<file path="src/tcu_pkg.sv">
package tcu_pkg;

  // Register byte addresses (word aligned)
  localparam logic [7:0] ADDR_CTRL_A   = 8'h00;
  localparam logic [7:0] ADDR_CTRL_B   = 8'h04;
  localparam logic [7:0] ADDR_COUNT    = 8'h08;
  localparam logic [7:0] ADDR_CMP_A    = 8'h0c;
  localparam logic [7:0] ADDR_CMP_B    = 8'h10;
  localparam logic [7:0] ADDR_FLAGS    = 8'h14;
  localparam logic [7:0] ADDR_IRQ_MASK = 8'h18;
  localparam logic [7:0] ADDR_SERVICE  = 8'h1c;

  // timer_control_a fields
  localparam int ACT_A_HI = 7;
  localparam int ACT_A_LO = 6;
  localparam int ACT_B_HI = 5;
  localparam int ACT_B_LO = 4;
  localparam int WM_BIT1  = 1;
  localparam int WM_BIT0  = 0;
  // timer_control_b fields
  localparam int FORCE_A  = 7;
  localparam int FORCE_B  = 6;
  localparam int WM_BIT2  = 3;
  localparam int TSS_HI   = 2;
  localparam int TSS_LO   = 0;
  // timer_flag_reg / timer_irq_mask fields
  localparam int FLG_B    = 2;
  localparam int FLG_A    = 1;
  localparam int FLG_OVF  = 0;

  localparam logic [7:0] CNT_BOTTOM = 8'h00;
  localparam logic [7:0] CNT_MAX    = 8'hff;
  localparam logic [7:0] RST_BYTE   = 8'h00;
  localparam logic [2:0] TSS_NONE   = 3'h0;
  localparam logic [2:0] TSS_DIRECT = 3'h1;
  localparam logic [2:0] TSS_D8     = 3'h2;
  localparam logic [2:0] TSS_D64    = 3'h3;
  localparam logic [2:0] TSS_D256   = 3'h4;
  localparam logic [2:0] TSS_D1024  = 3'h5;
  localparam logic [2:0] TSS_FALL   = 3'h6;
  localparam int PRE_W = 10;

  typedef enum logic [2:0] {
    WM_NORMAL = 3'b000,
    WM_PC_MAX = 3'b001,
    WM_CTC    = 3'b010,
    WM_FP_MAX = 3'b011,
    WM_RSV4   = 3'b100,
    WM_PC_CMP = 3'b101,
    WM_RSV6   = 3'b110,
    WM_FP_CMP = 3'b111
  } tcu_wave_mode_t;

  // Per-channel compare output state
  typedef struct packed {
    logic out_a;
    logic out_b;
  } tcu_cmp_out_t;

endpackage

</file>
<file path="src/tcu_timer.sv">
`timescale 1ns/1ps
// Function
// RQ1: Counter at zero raises the internal bottom indication.
// RQ2: Counter at all ones (255) is the maximum.
// RQ3: Top is 255 or compare value A, chosen by wave mode.
// RQ4: Three-bit tick source select; zero halts the counter.
// RQ5: Each tick clears, increments or decrements per mode.
// RQ6: CPU may read and write the counter at any time.
// RQ7: CPU counter write beats clear or count in same cycle.
// RQ8: Wave mode: two low bits in control A, high bit in B.
// RQ9: Overflow flag set where the mode says; may request interrupt.
// RQ10: Continuous compare of counter with both compare values.
// RQ11: Compare flag set on the tick after the match.
// RQ12: Enabled flag requests interrupt; cleared by service or write one.
// RQ13: PWM modes double-buffer compare, loaded at top or bottom.
// RQ14: Buffered: CPU hits buffer; unbuffered: active register.
// RQ15: Force strobe acts like a match, no flag, no counter change.
// RQ16: Counter write blocks matches on the next tick, even halted.
// RQ17: Software avoids writing counter equal to compare or zero down.
// RQ18: Output action field changes apply at once, unbuffered.
// RQ19: Compare outputs reset to zero, kept across mode changes.
// RQ20: Nonzero action field overrides port value on the pin.
// RQ21: Direction bit controls pin; output seen only when set.
// RQ22: Compare output can be set up before pin is enabled.
// RQ23: Action field zero means no output action at a match.
// RQ24: Mode 0 normal, 2 clear-on-match A, 3 or 7 fast PWM.
// RQ25: Reserved action settings leave the output unchanged.
module tcu_timer
  import tcu_pkg::*;
(
  // Clock and reset
  input  wire logic        core_clk,
  input  wire logic        rst_n,
  input  wire logic        clk_en,
  // APB slave
  input  wire logic        psel,
  input  wire logic        penable,
  input  wire logic        pwrite,
  input  wire logic [7:0]  paddr,
  input  wire logic [31:0] pwdata,
  output logic      [31:0] prdata,
  output logic             pready,
  output logic             pslverr,
  // External tick pin
  input  wire logic        ext_tick_pin,
  // Port pins shared with the compare outputs
  input  wire logic        port_val_a,
  input  wire logic        port_val_b,
  input  wire logic        pin_direction_bit_a,
  input  wire logic        pin_direction_bit_b,
  output logic             pin_out_a,
  output logic             pin_oe_a,
  output logic             pin_out_b,
  output logic             pin_oe_b,
  // Interrupt requests, one per flag
  output logic             irq_overflow,
  output logic             irq_match_a,
  output logic             irq_match_b
);

  // Register state
  logic [7:0]     timer_control_a, next_timer_control_a;
  logic [7:0]     timer_control_b, next_timer_control_b;
  logic [7:0]     count_value, next_count_value;
  logic [7:0]     compare_value_a, next_compare_value_a;
  logic [7:0]     compare_value_b, next_compare_value_b;
  logic [7:0]     cmp_buf_a, next_cmp_buf_a;
  logic [7:0]     cmp_buf_b, next_cmp_buf_b;
  logic [2:0]     timer_flag_reg, next_timer_flag_reg;
  logic [2:0]     timer_irq_mask, next_timer_irq_mask;
  tcu_cmp_out_t   cmp_out, next_cmp_out;
  logic           block_match, next_block_match;
  logic [1:0]     pend_match, next_pend_match;
  logic [PRE_W-1:0] prescale, next_prescale;
  logic [2:0]     ext_sync, next_ext_sync;
  logic [31:0]    rdata, next_rdata;

  // Decoded controls
  tcu_wave_mode_t wave_mode_field;
  logic [2:0]     tick_source_select;
  logic [1:0]     act_a, act_b;
  logic           is_pwm, is_fast, is_pc, top_is_a, buffered;
  logic           timer_tick, at_bottom, at_max, at_top;
  logic [7:0]     top_value;
  logic [1:0]     match_raw, match_live;
  logic           wr_en, rd_en, wr_count, wr_flags, wr_service;
  logic           count_down, next_count_down;

  // One-bit output action at a match; reserved settings keep the level
  function automatic logic act_level(input logic [1:0] act,
                                     input logic cur,
                                     input logic pwm,
                                     input logic toggle_ok);
    logic r;
    r = cur;
    case (act)
      2'b00: r = cur; // RQ23
      2'b01: r = (pwm && !toggle_ok) ? cur : ~cur; // RQ25
      2'b10: r = 1'b0;
      2'b11: r = 1'b1;
      default: r = cur;
    endcase
    return r;
  endfunction

  // Level set at bottom for fast PWM waveforms
  function automatic logic bottom_level(input logic [1:0] act,
                                        input logic cur);
    logic r;
    r = cur;
    if (act == 2'b10) begin
      r = 1'b1;
    end else if (act == 2'b11) begin
      r = 1'b0;
    end
    return r;
  endfunction

  assign wave_mode_field = tcu_wave_mode_t'({timer_control_b[WM_BIT2],
    timer_control_a[WM_BIT1], timer_control_a[WM_BIT0]}); // RQ8
  assign tick_source_select = timer_control_b[TSS_HI:TSS_LO];
  assign act_a = timer_control_a[ACT_A_HI:ACT_A_LO]; // RQ18
  assign act_b = timer_control_a[ACT_B_HI:ACT_B_LO]; // RQ18

  assign is_fast  = (wave_mode_field == WM_FP_MAX)
                 || (wave_mode_field == WM_FP_CMP); // RQ24
  assign is_pc    = (wave_mode_field == WM_PC_MAX)
                 || (wave_mode_field == WM_PC_CMP);
  assign is_pwm   = is_fast || is_pc;
  assign buffered = is_pwm; // RQ13
  assign top_is_a = (wave_mode_field == WM_CTC)
                 || (wave_mode_field == WM_FP_CMP)
                 || (wave_mode_field == WM_PC_CMP);
  assign top_value = top_is_a ? compare_value_a : CNT_MAX; // RQ3
  assign at_bottom = (count_value == CNT_BOTTOM); // RQ1
  assign at_max    = (count_value == CNT_MAX); // RQ2
  assign at_top    = (count_value == top_value); // RQ3

  // Comparator runs continuously
  assign match_raw = {count_value == compare_value_b,
                      count_value == compare_value_a}; // RQ10
  assign match_live = block_match ? 2'b00 : match_raw; // RQ16

  // Tick selection: prescaler taps or edges of the synchronised pin
  always_comb begin
    case (tick_source_select)
      TSS_NONE:   timer_tick = 1'b0; // RQ4
      TSS_DIRECT: timer_tick = 1'b1;
      TSS_D8:     timer_tick = (prescale[2:0] == '1);
      TSS_D64:    timer_tick = (prescale[5:0] == '1);
      TSS_D256:   timer_tick = (prescale[7:0] == '1);
      TSS_D1024:  timer_tick = (prescale == '1);
      TSS_FALL:   timer_tick = ext_sync[2] && !ext_sync[1];
      default:    timer_tick = !ext_sync[2] && ext_sync[1];
    endcase
  end

  // APB decode; zero wait states
  assign wr_en      = psel && penable && pwrite;
  assign rd_en      = psel && !penable && !pwrite;
  assign wr_count   = wr_en && (paddr == ADDR_COUNT);
  assign wr_flags   = wr_en && (paddr == ADDR_FLAGS);
  assign wr_service = wr_en && (paddr == ADDR_SERVICE);
  assign pready     = 1'b1;
  assign pslverr    = 1'b0;
  assign prdata     = rdata;

  always_comb begin
    next_rdata = '0;
    if (rd_en) begin
      case (paddr)
        ADDR_CTRL_A:   next_rdata = {24'h0, timer_control_a};
        ADDR_CTRL_B:   next_rdata = {24'h0, timer_control_b[7:6] & 2'b00,
                                     timer_control_b[5:0]};
        ADDR_COUNT:    next_rdata = {24'h0, count_value}; // RQ6
        ADDR_CMP_A:    next_rdata = {24'h0,
                         buffered ? cmp_buf_a : compare_value_a}; // RQ14
        ADDR_CMP_B:    next_rdata = {24'h0,
                         buffered ? cmp_buf_b : compare_value_b}; // RQ14
        ADDR_FLAGS:    next_rdata = {29'h0, timer_flag_reg};
        ADDR_IRQ_MASK: next_rdata = {29'h0, timer_irq_mask};
        default:       next_rdata = '0;
      endcase
    end
  end

  // Counter, compare, flags and outputs
  always_comb begin
    next_timer_control_a = timer_control_a;
    next_timer_control_b = timer_control_b;
    next_count_value     = count_value;
    next_count_down      = count_down;
    next_compare_value_a = compare_value_a;
    next_compare_value_b = compare_value_b;
    next_cmp_buf_a       = cmp_buf_a;
    next_cmp_buf_b       = cmp_buf_b;
    next_timer_flag_reg  = timer_flag_reg;
    next_timer_irq_mask  = timer_irq_mask;
    next_cmp_out         = cmp_out; // RQ19
    next_block_match     = block_match;
    next_pend_match      = pend_match;
    next_prescale        = prescale + 1'b1;
    next_ext_sync        = {ext_sync[1:0], ext_tick_pin};

    // Force strobes read back as zero; they act only in non-PWM modes
    next_timer_control_b[FORCE_A] = 1'b0;
    next_timer_control_b[FORCE_B] = 1'b0;

    // Flag clear by write-one or service; hardware set is applied after
    if (wr_flags) begin
      next_timer_flag_reg = timer_flag_reg & ~pwdata[2:0]; // RQ12
    end
    if (wr_service) begin
      next_timer_flag_reg = next_timer_flag_reg & ~pwdata[2:0]; // RQ12
    end

    if (timer_tick) begin
      // Flag follows the match seen in the previous tick
      next_timer_flag_reg[FLG_A] = next_timer_flag_reg[FLG_A]
                                 | pend_match[0]; // RQ11
      next_timer_flag_reg[FLG_B] = next_timer_flag_reg[FLG_B]
                                 | pend_match[1]; // RQ11
      next_pend_match  = match_live;
      next_block_match = 1'b0;
      // Output waveform at a match
      if (match_live[0]) begin
        next_cmp_out.out_a = act_level(act_a, cmp_out.out_a, is_pwm,
                                       wave_mode_field[2]);
      end
      if (match_live[1]) begin
        next_cmp_out.out_b = act_level(act_b, cmp_out.out_b, is_pwm,
                                       1'b0);
      end
      // Counting sequence
      if (is_pc) begin
        if (at_top) begin
          next_count_down = 1'b1;
        end else if (at_bottom) begin
          next_count_down = 1'b0;
          next_timer_flag_reg[FLG_OVF] = 1'b1; // RQ9
        end
        next_count_value = (at_top || (count_down && !at_bottom))
                         ? count_value - 1'b1 : count_value + 1'b1; // RQ5
        if (at_top) begin
          next_compare_value_a = cmp_buf_a; // RQ13
          next_compare_value_b = cmp_buf_b; // RQ13
        end
      end else if ((top_is_a && at_top) || is_fast && at_top) begin
        next_count_value = CNT_BOTTOM; // RQ5
        next_count_down  = 1'b0;
        if (is_fast) begin
          next_timer_flag_reg[FLG_OVF] = 1'b1; // RQ9
          next_compare_value_a = cmp_buf_a; // RQ13
          next_compare_value_b = cmp_buf_b; // RQ13
          next_cmp_out.out_a = bottom_level(act_a, next_cmp_out.out_a);
          next_cmp_out.out_b = bottom_level(act_b, next_cmp_out.out_b);
        end
      end else begin
        next_count_value = count_value + 1'b1; // RQ5
        next_count_down  = 1'b0;
        if (at_max) begin
          next_timer_flag_reg[FLG_OVF] = 1'b1; // RQ9
        end
      end
    end

    // Register writes
    if (wr_en) begin
      case (paddr)
        ADDR_CTRL_A: next_timer_control_a = pwdata[7:0];
        ADDR_CTRL_B: begin
          next_timer_control_b = pwdata[7:0];
          next_timer_control_b[FORCE_A] = 1'b0;
          next_timer_control_b[FORCE_B] = 1'b0;
          if (!is_pwm && pwdata[FORCE_A]) begin
            next_cmp_out.out_a = act_level(act_a, cmp_out.out_a,
                                           1'b0, 1'b1); // RQ15 RQ22
          end
          if (!is_pwm && pwdata[FORCE_B]) begin
            next_cmp_out.out_b = act_level(act_b, cmp_out.out_b,
                                           1'b0, 1'b1); // RQ15 RQ22
          end
        end
        ADDR_COUNT: begin
          next_count_value = pwdata[7:0]; // RQ7
          next_block_match = 1'b1; // RQ16
        end
        ADDR_CMP_A: begin
          next_cmp_buf_a = pwdata[7:0]; // RQ14
          if (!buffered) begin
            next_compare_value_a = pwdata[7:0]; // RQ14
          end
        end
        ADDR_CMP_B: begin
          next_cmp_buf_b = pwdata[7:0]; // RQ14
          if (!buffered) begin
            next_compare_value_b = pwdata[7:0]; // RQ14
          end
        end
        ADDR_IRQ_MASK: next_timer_irq_mask = pwdata[2:0];
        default: ;
      endcase
    end
  end

  always_ff @(posedge core_clk or negedge rst_n) begin
    if (!rst_n) begin
      timer_control_a <= RST_BYTE;
      timer_control_b <= RST_BYTE;
      count_value     <= RST_BYTE;
      count_down      <= 1'b0;
      compare_value_a <= RST_BYTE;
      compare_value_b <= RST_BYTE;
      cmp_buf_a       <= RST_BYTE;
      cmp_buf_b       <= RST_BYTE;
      timer_flag_reg  <= '0;
      timer_irq_mask  <= '0;
      cmp_out         <= '0; // RQ19
      block_match     <= 1'b0;
      pend_match      <= 2'b00;
      prescale        <= '0;
      ext_sync        <= '0;
      rdata           <= '0;
    end else if (clk_en) begin
      timer_control_a <= next_timer_control_a;
      timer_control_b <= next_timer_control_b;
      count_value     <= next_count_value;
      count_down      <= next_count_down;
      compare_value_a <= next_compare_value_a;
      compare_value_b <= next_compare_value_b;
      cmp_buf_a       <= next_cmp_buf_a;
      cmp_buf_b       <= next_cmp_buf_b;
      timer_flag_reg  <= next_timer_flag_reg;
      timer_irq_mask  <= next_timer_irq_mask;
      cmp_out         <= next_cmp_out;
      block_match     <= next_block_match;
      pend_match      <= next_pend_match;
      prescale        <= next_prescale;
      ext_sync        <= next_ext_sync;
      rdata           <= next_rdata;
    end
  end

  // Interrupt requests
  assign irq_overflow = timer_flag_reg[FLG_OVF] & timer_irq_mask[FLG_OVF];
  assign irq_match_a  = timer_flag_reg[FLG_A] & timer_irq_mask[FLG_A]; // RQ12
  assign irq_match_b  = timer_flag_reg[FLG_B] & timer_irq_mask[FLG_B]; // RQ12

  // Pin override; direction stays with the port
  assign pin_out_a = (act_a != 2'b00) ? cmp_out.out_a : port_val_a; // RQ20
  assign pin_out_b = (act_b != 2'b00) ? cmp_out.out_b : port_val_b; // RQ20
  assign pin_oe_a  = pin_direction_bit_a; // RQ21
  assign pin_oe_b  = pin_direction_bit_b; // RQ21

endmodule

</file>
<file path="config.mk">
export PLATFORM = sky130hd
export DESIGN_NAME = tcu_timer
export DESIGN_NICKNAME = d
export VERILOG_FILES = /design/src/tcu_pkg.sv /design/src/tcu_timer.sv
export SDC_FILE = /design/constraint.sdc
export NUM_CORES = 1
export LEC_CHECK = 0
export CORE_MARGIN = 5
export CORE_UTILIZATION = 55
export DETAILED_ROUTE_END_ITERATION = 6
export DONT_BUFFER_PORTS = 1
export PLACE_DENSITY = 0.7
export SYNTH_ARGS = -nofsm -noshare
export SYNTH_HDL_FRONTEND = slang
export SYNTH_SLANG_ARGS = --single-unit
</file>
<file path="constraint.sdc">
create_clock -name core_clk -period 3.09 [get_ports core_clk]
set_input_delay 0 -clock core_clk [delete_from_list [all_inputs] [get_ports core_clk]]
set_output_delay 0 -clock core_clk [all_outputs]
set_load 0.05 [all_outputs]
</file>
* Yosys cells after proc, flatten, opt, wreduce, memory -nomap -nowiden
Index checks and enable logic that the tools add are counted.
** Storage, ports and cells
- Output and inout port bits :: 41
- Memories kept :: 0
- Memory bits (writable) :: 0
- Bits in latches :: 0
- Flip-flop bits (word level) :: 111
- Input port bits :: 51
- Memory bits (read-only) :: 0
- Word-level logic and storage cells :: 175
** Operators by class
- Muxes and demuxes :: 66
- Bitwise logic cells :: 10
- Equality and inequality tests :: 35
- Shift-type cells :: 0
- Reduce and logical (&&, ||, !) cells :: 44
- $mul :: 0
- Magnitude comparators :: 0
- Add/sub/neg operators :: 3
- Divide/modulo/power cells :: 0
** Operators with widths (count)
- two-way mux 8 bit :: 26
- case mux 8 bit (7 select lines) :: 1
- equality test 8 x 5 -> 1 bit (second input constant) :: 4
- equality test 8 bit :: 3
- two-way mux 1 bit :: 24
- equality test 3 bit (second input constant) :: 6
- AND reduction 3 bit :: 6
- equality test 8 x 4 -> 1 bit (second input constant) :: 2
- equality test 8 bit (second input constant) :: 2
- logical NOT 8 bit :: 2
- logical AND 1 bit :: 14
- two-way mux 2 bit :: 7
- equality test 3 x 2 -> 1 bit (second input constant) :: 4
- adder 10 x 1 -> 10 bit (second input constant) :: 1
- equality test 10 bit (second input constant) :: 1
- two-way mux 3 bit :: 3
- adder 8 x 1 -> 8 bit (second input constant) :: 1
- equality test 2 bit (second input constant) :: 4
- equality test 8 x 3 -> 1 bit (second input constant) :: 1
- != test 4 bit (second input constant) :: 2
- case mux 1 bit (4 select lines) :: 2
- subtractor 8 x 1 -> 8 bit (second input constant) :: 1
- logical NOT 1 bit :: 7
- logical OR 1 bit :: 7
- 15 further kinds :: 27

* Longest topological paths before layout
- Depth in word-level cells :: 16
- Depth in mapped cells :: 11
- Gate-level depth less buffers :: 9

* Least setup slack after synthesis
OpenSTA, ideal clock, no wires.
- Path type :: register -> register
- From :: register count_value[1]
- To :: register compare_value_b[5]
- Data required time :: 2.966 ns
- Setup slack :: 0.775 ns
- Setup time :: 0.124 ns
- Buffers on the path :: 2
- Arrival time :: 2.191 ns
- Stages on the path, launching flop included :: 10
- Period minus slack after synthesis :: 2.315 ns
- Cell sequence :: dfrtp_1 > and2b_1 > a2111oi_2 > nand4b_1 > a21o_1 > or3b_1 > buf_6 > buf_6 > o22ai_1 > a21oi_1
** On the way
- Longest elaborated chain between the ends :: 9
- Elaborated cells on any way between the ends :: 11
- Those cells by class :: eq/ne (1); mux (7); reduce/logical (3)
** Ends and longest elaborated chain
- start, declared :: line tcu_timer.sv:64 : logic [7:0] count_value, next_count_value;
- start signal, assigned :: line tcu_timer.sv:327 : count_value <= next_count_value;
- equality test 8 bit (*) :: line tcu_timer.sv:137 : assign at_top = (count_value == top_value);
- logical AND 1 bit :: line tcu_timer.sv:248 : end else if ((top_is_a && at_top) || is_fast && at_top) begin
- logical OR 1 bit :: line tcu_timer.sv:248
- two-way mux 8 bit :: line tcu_timer.sv:248
- two-way mux 8 bit (*) :: line tcu_timer.sv:235 : if (is_pc) begin
- two-way mux 8 bit (*) :: line tcu_timer.sv:217 : if (timer_tick) begin
- two-way mux 8 bit :: line tcu_timer.sv:296 : if (!buffered) begin
- two-way mux 8 bit :: line tcu_timer.sv:269 : case (paddr)
- two-way mux 8 bit (*) :: line tcu_timer.sv:268 : if (wr_en) begin
- end signal, assigned :: line tcu_timer.sv:330 : compare_value_b <= next_compare_value_b;
- end, declared :: line tcu_timer.sv:66 : logic [7:0] compare_value_b, next_compare_value_b;
Mark *: on every way between the ends. The rest lies on a longest branch, timed or not.
A chain may end at the register's enable or synchronous reset.

* Worst setup path in the final report
- From :: register count_value[0]
- To :: register compare_value_a[5]
** On the way
- Longest elaborated chain between the ends :: 9
- Elaborated cells on any way between the ends :: 11
- Those cells by class :: eq/ne (1); mux (7); reduce/logical (3)
** Ends and longest elaborated chain
- equality test 8 bit (*) :: line tcu_timer.sv:137
- logical AND 1 bit :: line tcu_timer.sv:248
- logical OR 1 bit :: line tcu_timer.sv:248
- two-way mux 8 bit :: line tcu_timer.sv:248
- two-way mux 8 bit (*) :: line tcu_timer.sv:235
- two-way mux 8 bit (*) :: line tcu_timer.sv:217
- two-way mux 8 bit :: line tcu_timer.sv:290 : if (!buffered) begin
- two-way mux 8 bit :: line tcu_timer.sv:269
- two-way mux 8 bit (*) :: line tcu_timer.sv:268
- end signal, assigned :: line tcu_timer.sv:329 : compare_value_a <= next_compare_value_a;
- end, declared :: line tcu_timer.sv:65 : logic [7:0] compare_value_a, next_compare_value_a;
Marks and branches as above.

==> impl_results.md <==
* Worst path max stage delay at about 0.5 ns
* CTS resizes at 0
* Synth Area per Inst at 9.78 sq um
* Critical path class: reg2reg
* CTS tree: built
* Sequential-to-total area share from yosys stat at just over 40%
* Ordered list of cells on the worst path: xor2_1 -> a221oi_1 -> nand4b_1 -> a21o_1 -> or3b_1 -> buf_4 -> a21boi_4 -> nor2_1 -> a21oi_1
* WL final at about 14,000 um
* Final slew viol count at 0
* Setup TNS at 0 ns
* Post-CTS setup buffers at 0
* DPL Wire Length at just under 10,000 um
* Flop2flop setup slack at between 0.3 and 0.4 ns
* GPL Wtd Cong at about 0.9
* CP Data Arrival Time at roughly 3.0 ns
* DP Area at between 0.005 and 0.006 sq mm
* Netlist area before placement at between 0.005 and 0.006 sq mm
* Die area at 0.0117 sq mm
* Cell area after layout at between 0.005 and 0.006 sq mm
* Worst R2R End: compare_value_a[5]
* Final period util at about 87%
* Reg2Reg Depth at 9
* Min-Delay Startpoint: pin_direction_bit_a
* Final worst clock skew at 0.00832 ns
* Final nets at ~600
* P&R area growth vs syn at 7.02%
* FF-to-FF Start: count_value[0]
* # H-tree levels at 3
* Routed Antenna Nets at 0
* Vias in the first global route at 4,174
* Largest net degree at the start of global routing at around 90
* Hold WC Path Type: in2out
* Clock-pin transition on the worst setup and hold timing paths at about 0.1 ns
* Crit path required time at 3.38 ns
* Worst setup EP type: flip-flop
* Top FF cell, synth: dfrtp_1
* WP buf/inv at 1
* Crit-path max FO at 18
* Root buf cell: clkbuf_8
* Port bufs at 0
* Worst slew pin tran at about 0.84 ns
* Initial antenna violation count at 0
* Overall die width at between 100 and 150 um
* Gate Count Post-Synth at around 540
* Starting Density at between 50% and 60%
* Hold Path Sink: pin_oe_a
* Slew HR at about 44%
* Chip height at 108 um
* Final Hold Fails at 0
* Max Cap Viol at 0
* Unique cell type count in the Yosys netlist at between 60 and 70
* Routed WL per cell at around 20 um
* Power Dens Cells at 430 mW/mm^2
* Total Routing Usage GR at 24.1%
* Synthesis Warnings at 0
* Routed vias at roughly 4,400
* Critical Path Start Type: flip-flop
* TritonRoute pass-1 iters at 6
* Leak at about 2.4 nW
* Top-Level Pins at 92
* Top delay family on crit path: compound AO/OA/AOI/OAI gates
* First-pass GRT wire length at around 22,000 um
* Insertion delay to the later sink of the worst-skew pair at 0.37 ns
* Setup-failing EPs final at 0
* Status: finished clean
* Synth Register Bits at 87
* Number of synthesized flops with an enable pin at 0
* Max IR drop VDD at between 0.2 and 0.3 mV
* Residual DRC at 0
* Final worst path period need at approximately 2.7 ns
* Fmax at approximately 370 MHz
* Hold path depth at 0
* Worst path slowest cell: dfrtp_1
* RSZ-0062 raised after global routing: no
* Area of the core at slightly above 0.009 sq mm
* Num CTS Buffers at 9
* Clk buf depth at 2
* DR vias/cell at 6.31
* Hold_buf cts at 20
* Clk sink count at 87
* Async set-reset flop share out of synthesis at 100%
* GRT overflow at 0
* Iteration-0 DRC Markers at between 300 and 400
* Num rows at 35
* Worst hold slack at about 0.00012 ns
* Reg with most FFs: prescale
* Fin util at between 60% and 70%
* Largest register FFs at 10
* Proportion of layout cells with a drive suffix above 1 at 15.9%
* Antenna diodes at 0
through the flow:
| step | instances | power (mW) | setup WS (ns) |
|---|---|---|---|
| 6_report | 694 | 2.44 | 0.392 |
| 5_1_grt | 694 | 2.55 | 0.271 |
| 4_1_cts | 694 | 2.45 | 0.440 |
| 3_5_place_dp | 658 | 1.58 | 0.462 |
| 3_3_place_gp | 658 | 1.56 | 0.507 |
| 2_1_floorplan | 565 | 1.57 | 0.775 |
Yosys cell counts (all sizes together), types with 3 or more instances:
library cell / number / area (sq um)
mux2: 40 / 450
clkbuf: 14 / 123
o22ai: 28 / 175
a22o: 6 / 52.6
a21boi: 4 / 52.6
nor3: 9 / 55.1
nor2: 43 / 161
nand3: 14 / 70.1
a221oi: 11 / 96.3
buf: 38 / 303
nor4: 5 / 31.3
xnor2: 14 / 123
and2: 7 / 43.8
mux2i: 13 / 130
a21o: 3 / 22.5
nand4: 9 / 56.3
ha: 5 / 62.6
o21ai: 21 / 105
nand2b: 5 / 31.3
a21oi: 28 / 140
nor2b: 4 / 25.0
a31oi: 4 / 25.0
nand4b: 3 / 26.3
nand2: 42 / 160
a22oi: 8 / 60.1
xor2: 4 / 35.0
and3: 7 / 45.1
dfrtp: 87 / 2180
inv: 25 / 98.9
a221o: 5 / 51.3
logic make-up (layout without fill, tap and decap cells):
kind of cell | Yosys count | in the layout | share of synthesized area [%]
AND/OR/NAND/NOR | 158 | 158 | 14.9
XOR/XNOR | 18 | 18 | 2.98
other | 2 | 26 | 0.142
buffers and inverters | 79 | 79 | 10.3
flip-flops | 87 | 87 | 41.1
multiplexers | 53 | 53 | 11.0
adder cells (fa/ha/maj) | 5 | 5 | 1.18
AO/OA/AOI/OAI | 139 | 139 | 18.4
worst reg2reg max path: cells and delay by family (launching register included):
family / cells / cell delay (ns)
AO/OA/AOI/OAI: 4 / 1.07
AND/OR/NAND/NOR: 3 / 0.64
flip-flops: 1 / 0.50
buffers and inverters: 1 / 0.22
XOR/XNOR: 1 / 0.21
cell usage in the layout, fill, tap and decap left out, types with 9 or more instances in the layout:
| cell | instances |
|---|---|
| nand4_1 | 9 |
| conb_1 | 26 |
| nor2_1 | 43 |
| inv_1 | 21 |
| o21ai_0 | 20 |
| clkbuf_8 | 9 |
| dfrtp_1 | 87 |
| nand2_1 | 41 |
| buf_4 | 18 |
| nand3_1 | 14 |
| a21oi_1 | 28 |
| o22ai_1 | 28 |
| a221oi_1 | 11 |
| dlygate4sd3_1 | 18 |
| mux2i_1 | 13 |
| mux2_2 | 40 |
| xnor2_1 | 14 |
routing by layer:
metal / GRT usage [%] / wire, um / vias to the layer above
met3: 5.49 / 1310 / 29
met4: 7.48 / 290 / 0
met1: 32.5 / 5880 / 2130
met5: 0 / 0 / -
li1: - / - / 1978
met2: 38.7 / 6380 / 239
cell type report:
| cell class | count | area, sq um |
|---|---|---|
| well taps | 129 | 161 |
| flip-flops and latches | 87 | 2180 |
| multi-input cells | 399 | 2660 |
| fillers | 795 | 3660 |
| clock buffers | 9 | 124 |
| repair buffers | 38 | 363 |
| clock inverters | 7 | 78.8 |
| inverters | 25 | 98.8 |
power breakdown:
part	total, mW	internal (mW)	switching (mW)
combinational	0.346	0.129	0.218
sequential	1.28	1.21	0.0790
clock	0.806	0.320	0.487
worst max path at each step:
stage | startpoint | endpoint | cells past startpoint | slack (ns)
6_report | count_value[0] | compare_value_a[5] | 9 | 0.39
3_3_place_gp | count_value[1] | compare_value_a[5] | 9 | 0.51
2_1_floorplan | count_value[1] | compare_value_b[5] | 9 | 0.77
3_5_place_dp | count_value[1] | compare_value_a[5] | 9 | 0.46
4_1_cts | count_value[0] | compare_value_a[5] | 9 | 0.44
5_1_grt | count_value[1] | compare_value_a[0] | 9 | 0.27
Power figures use the tool's default switching activity.
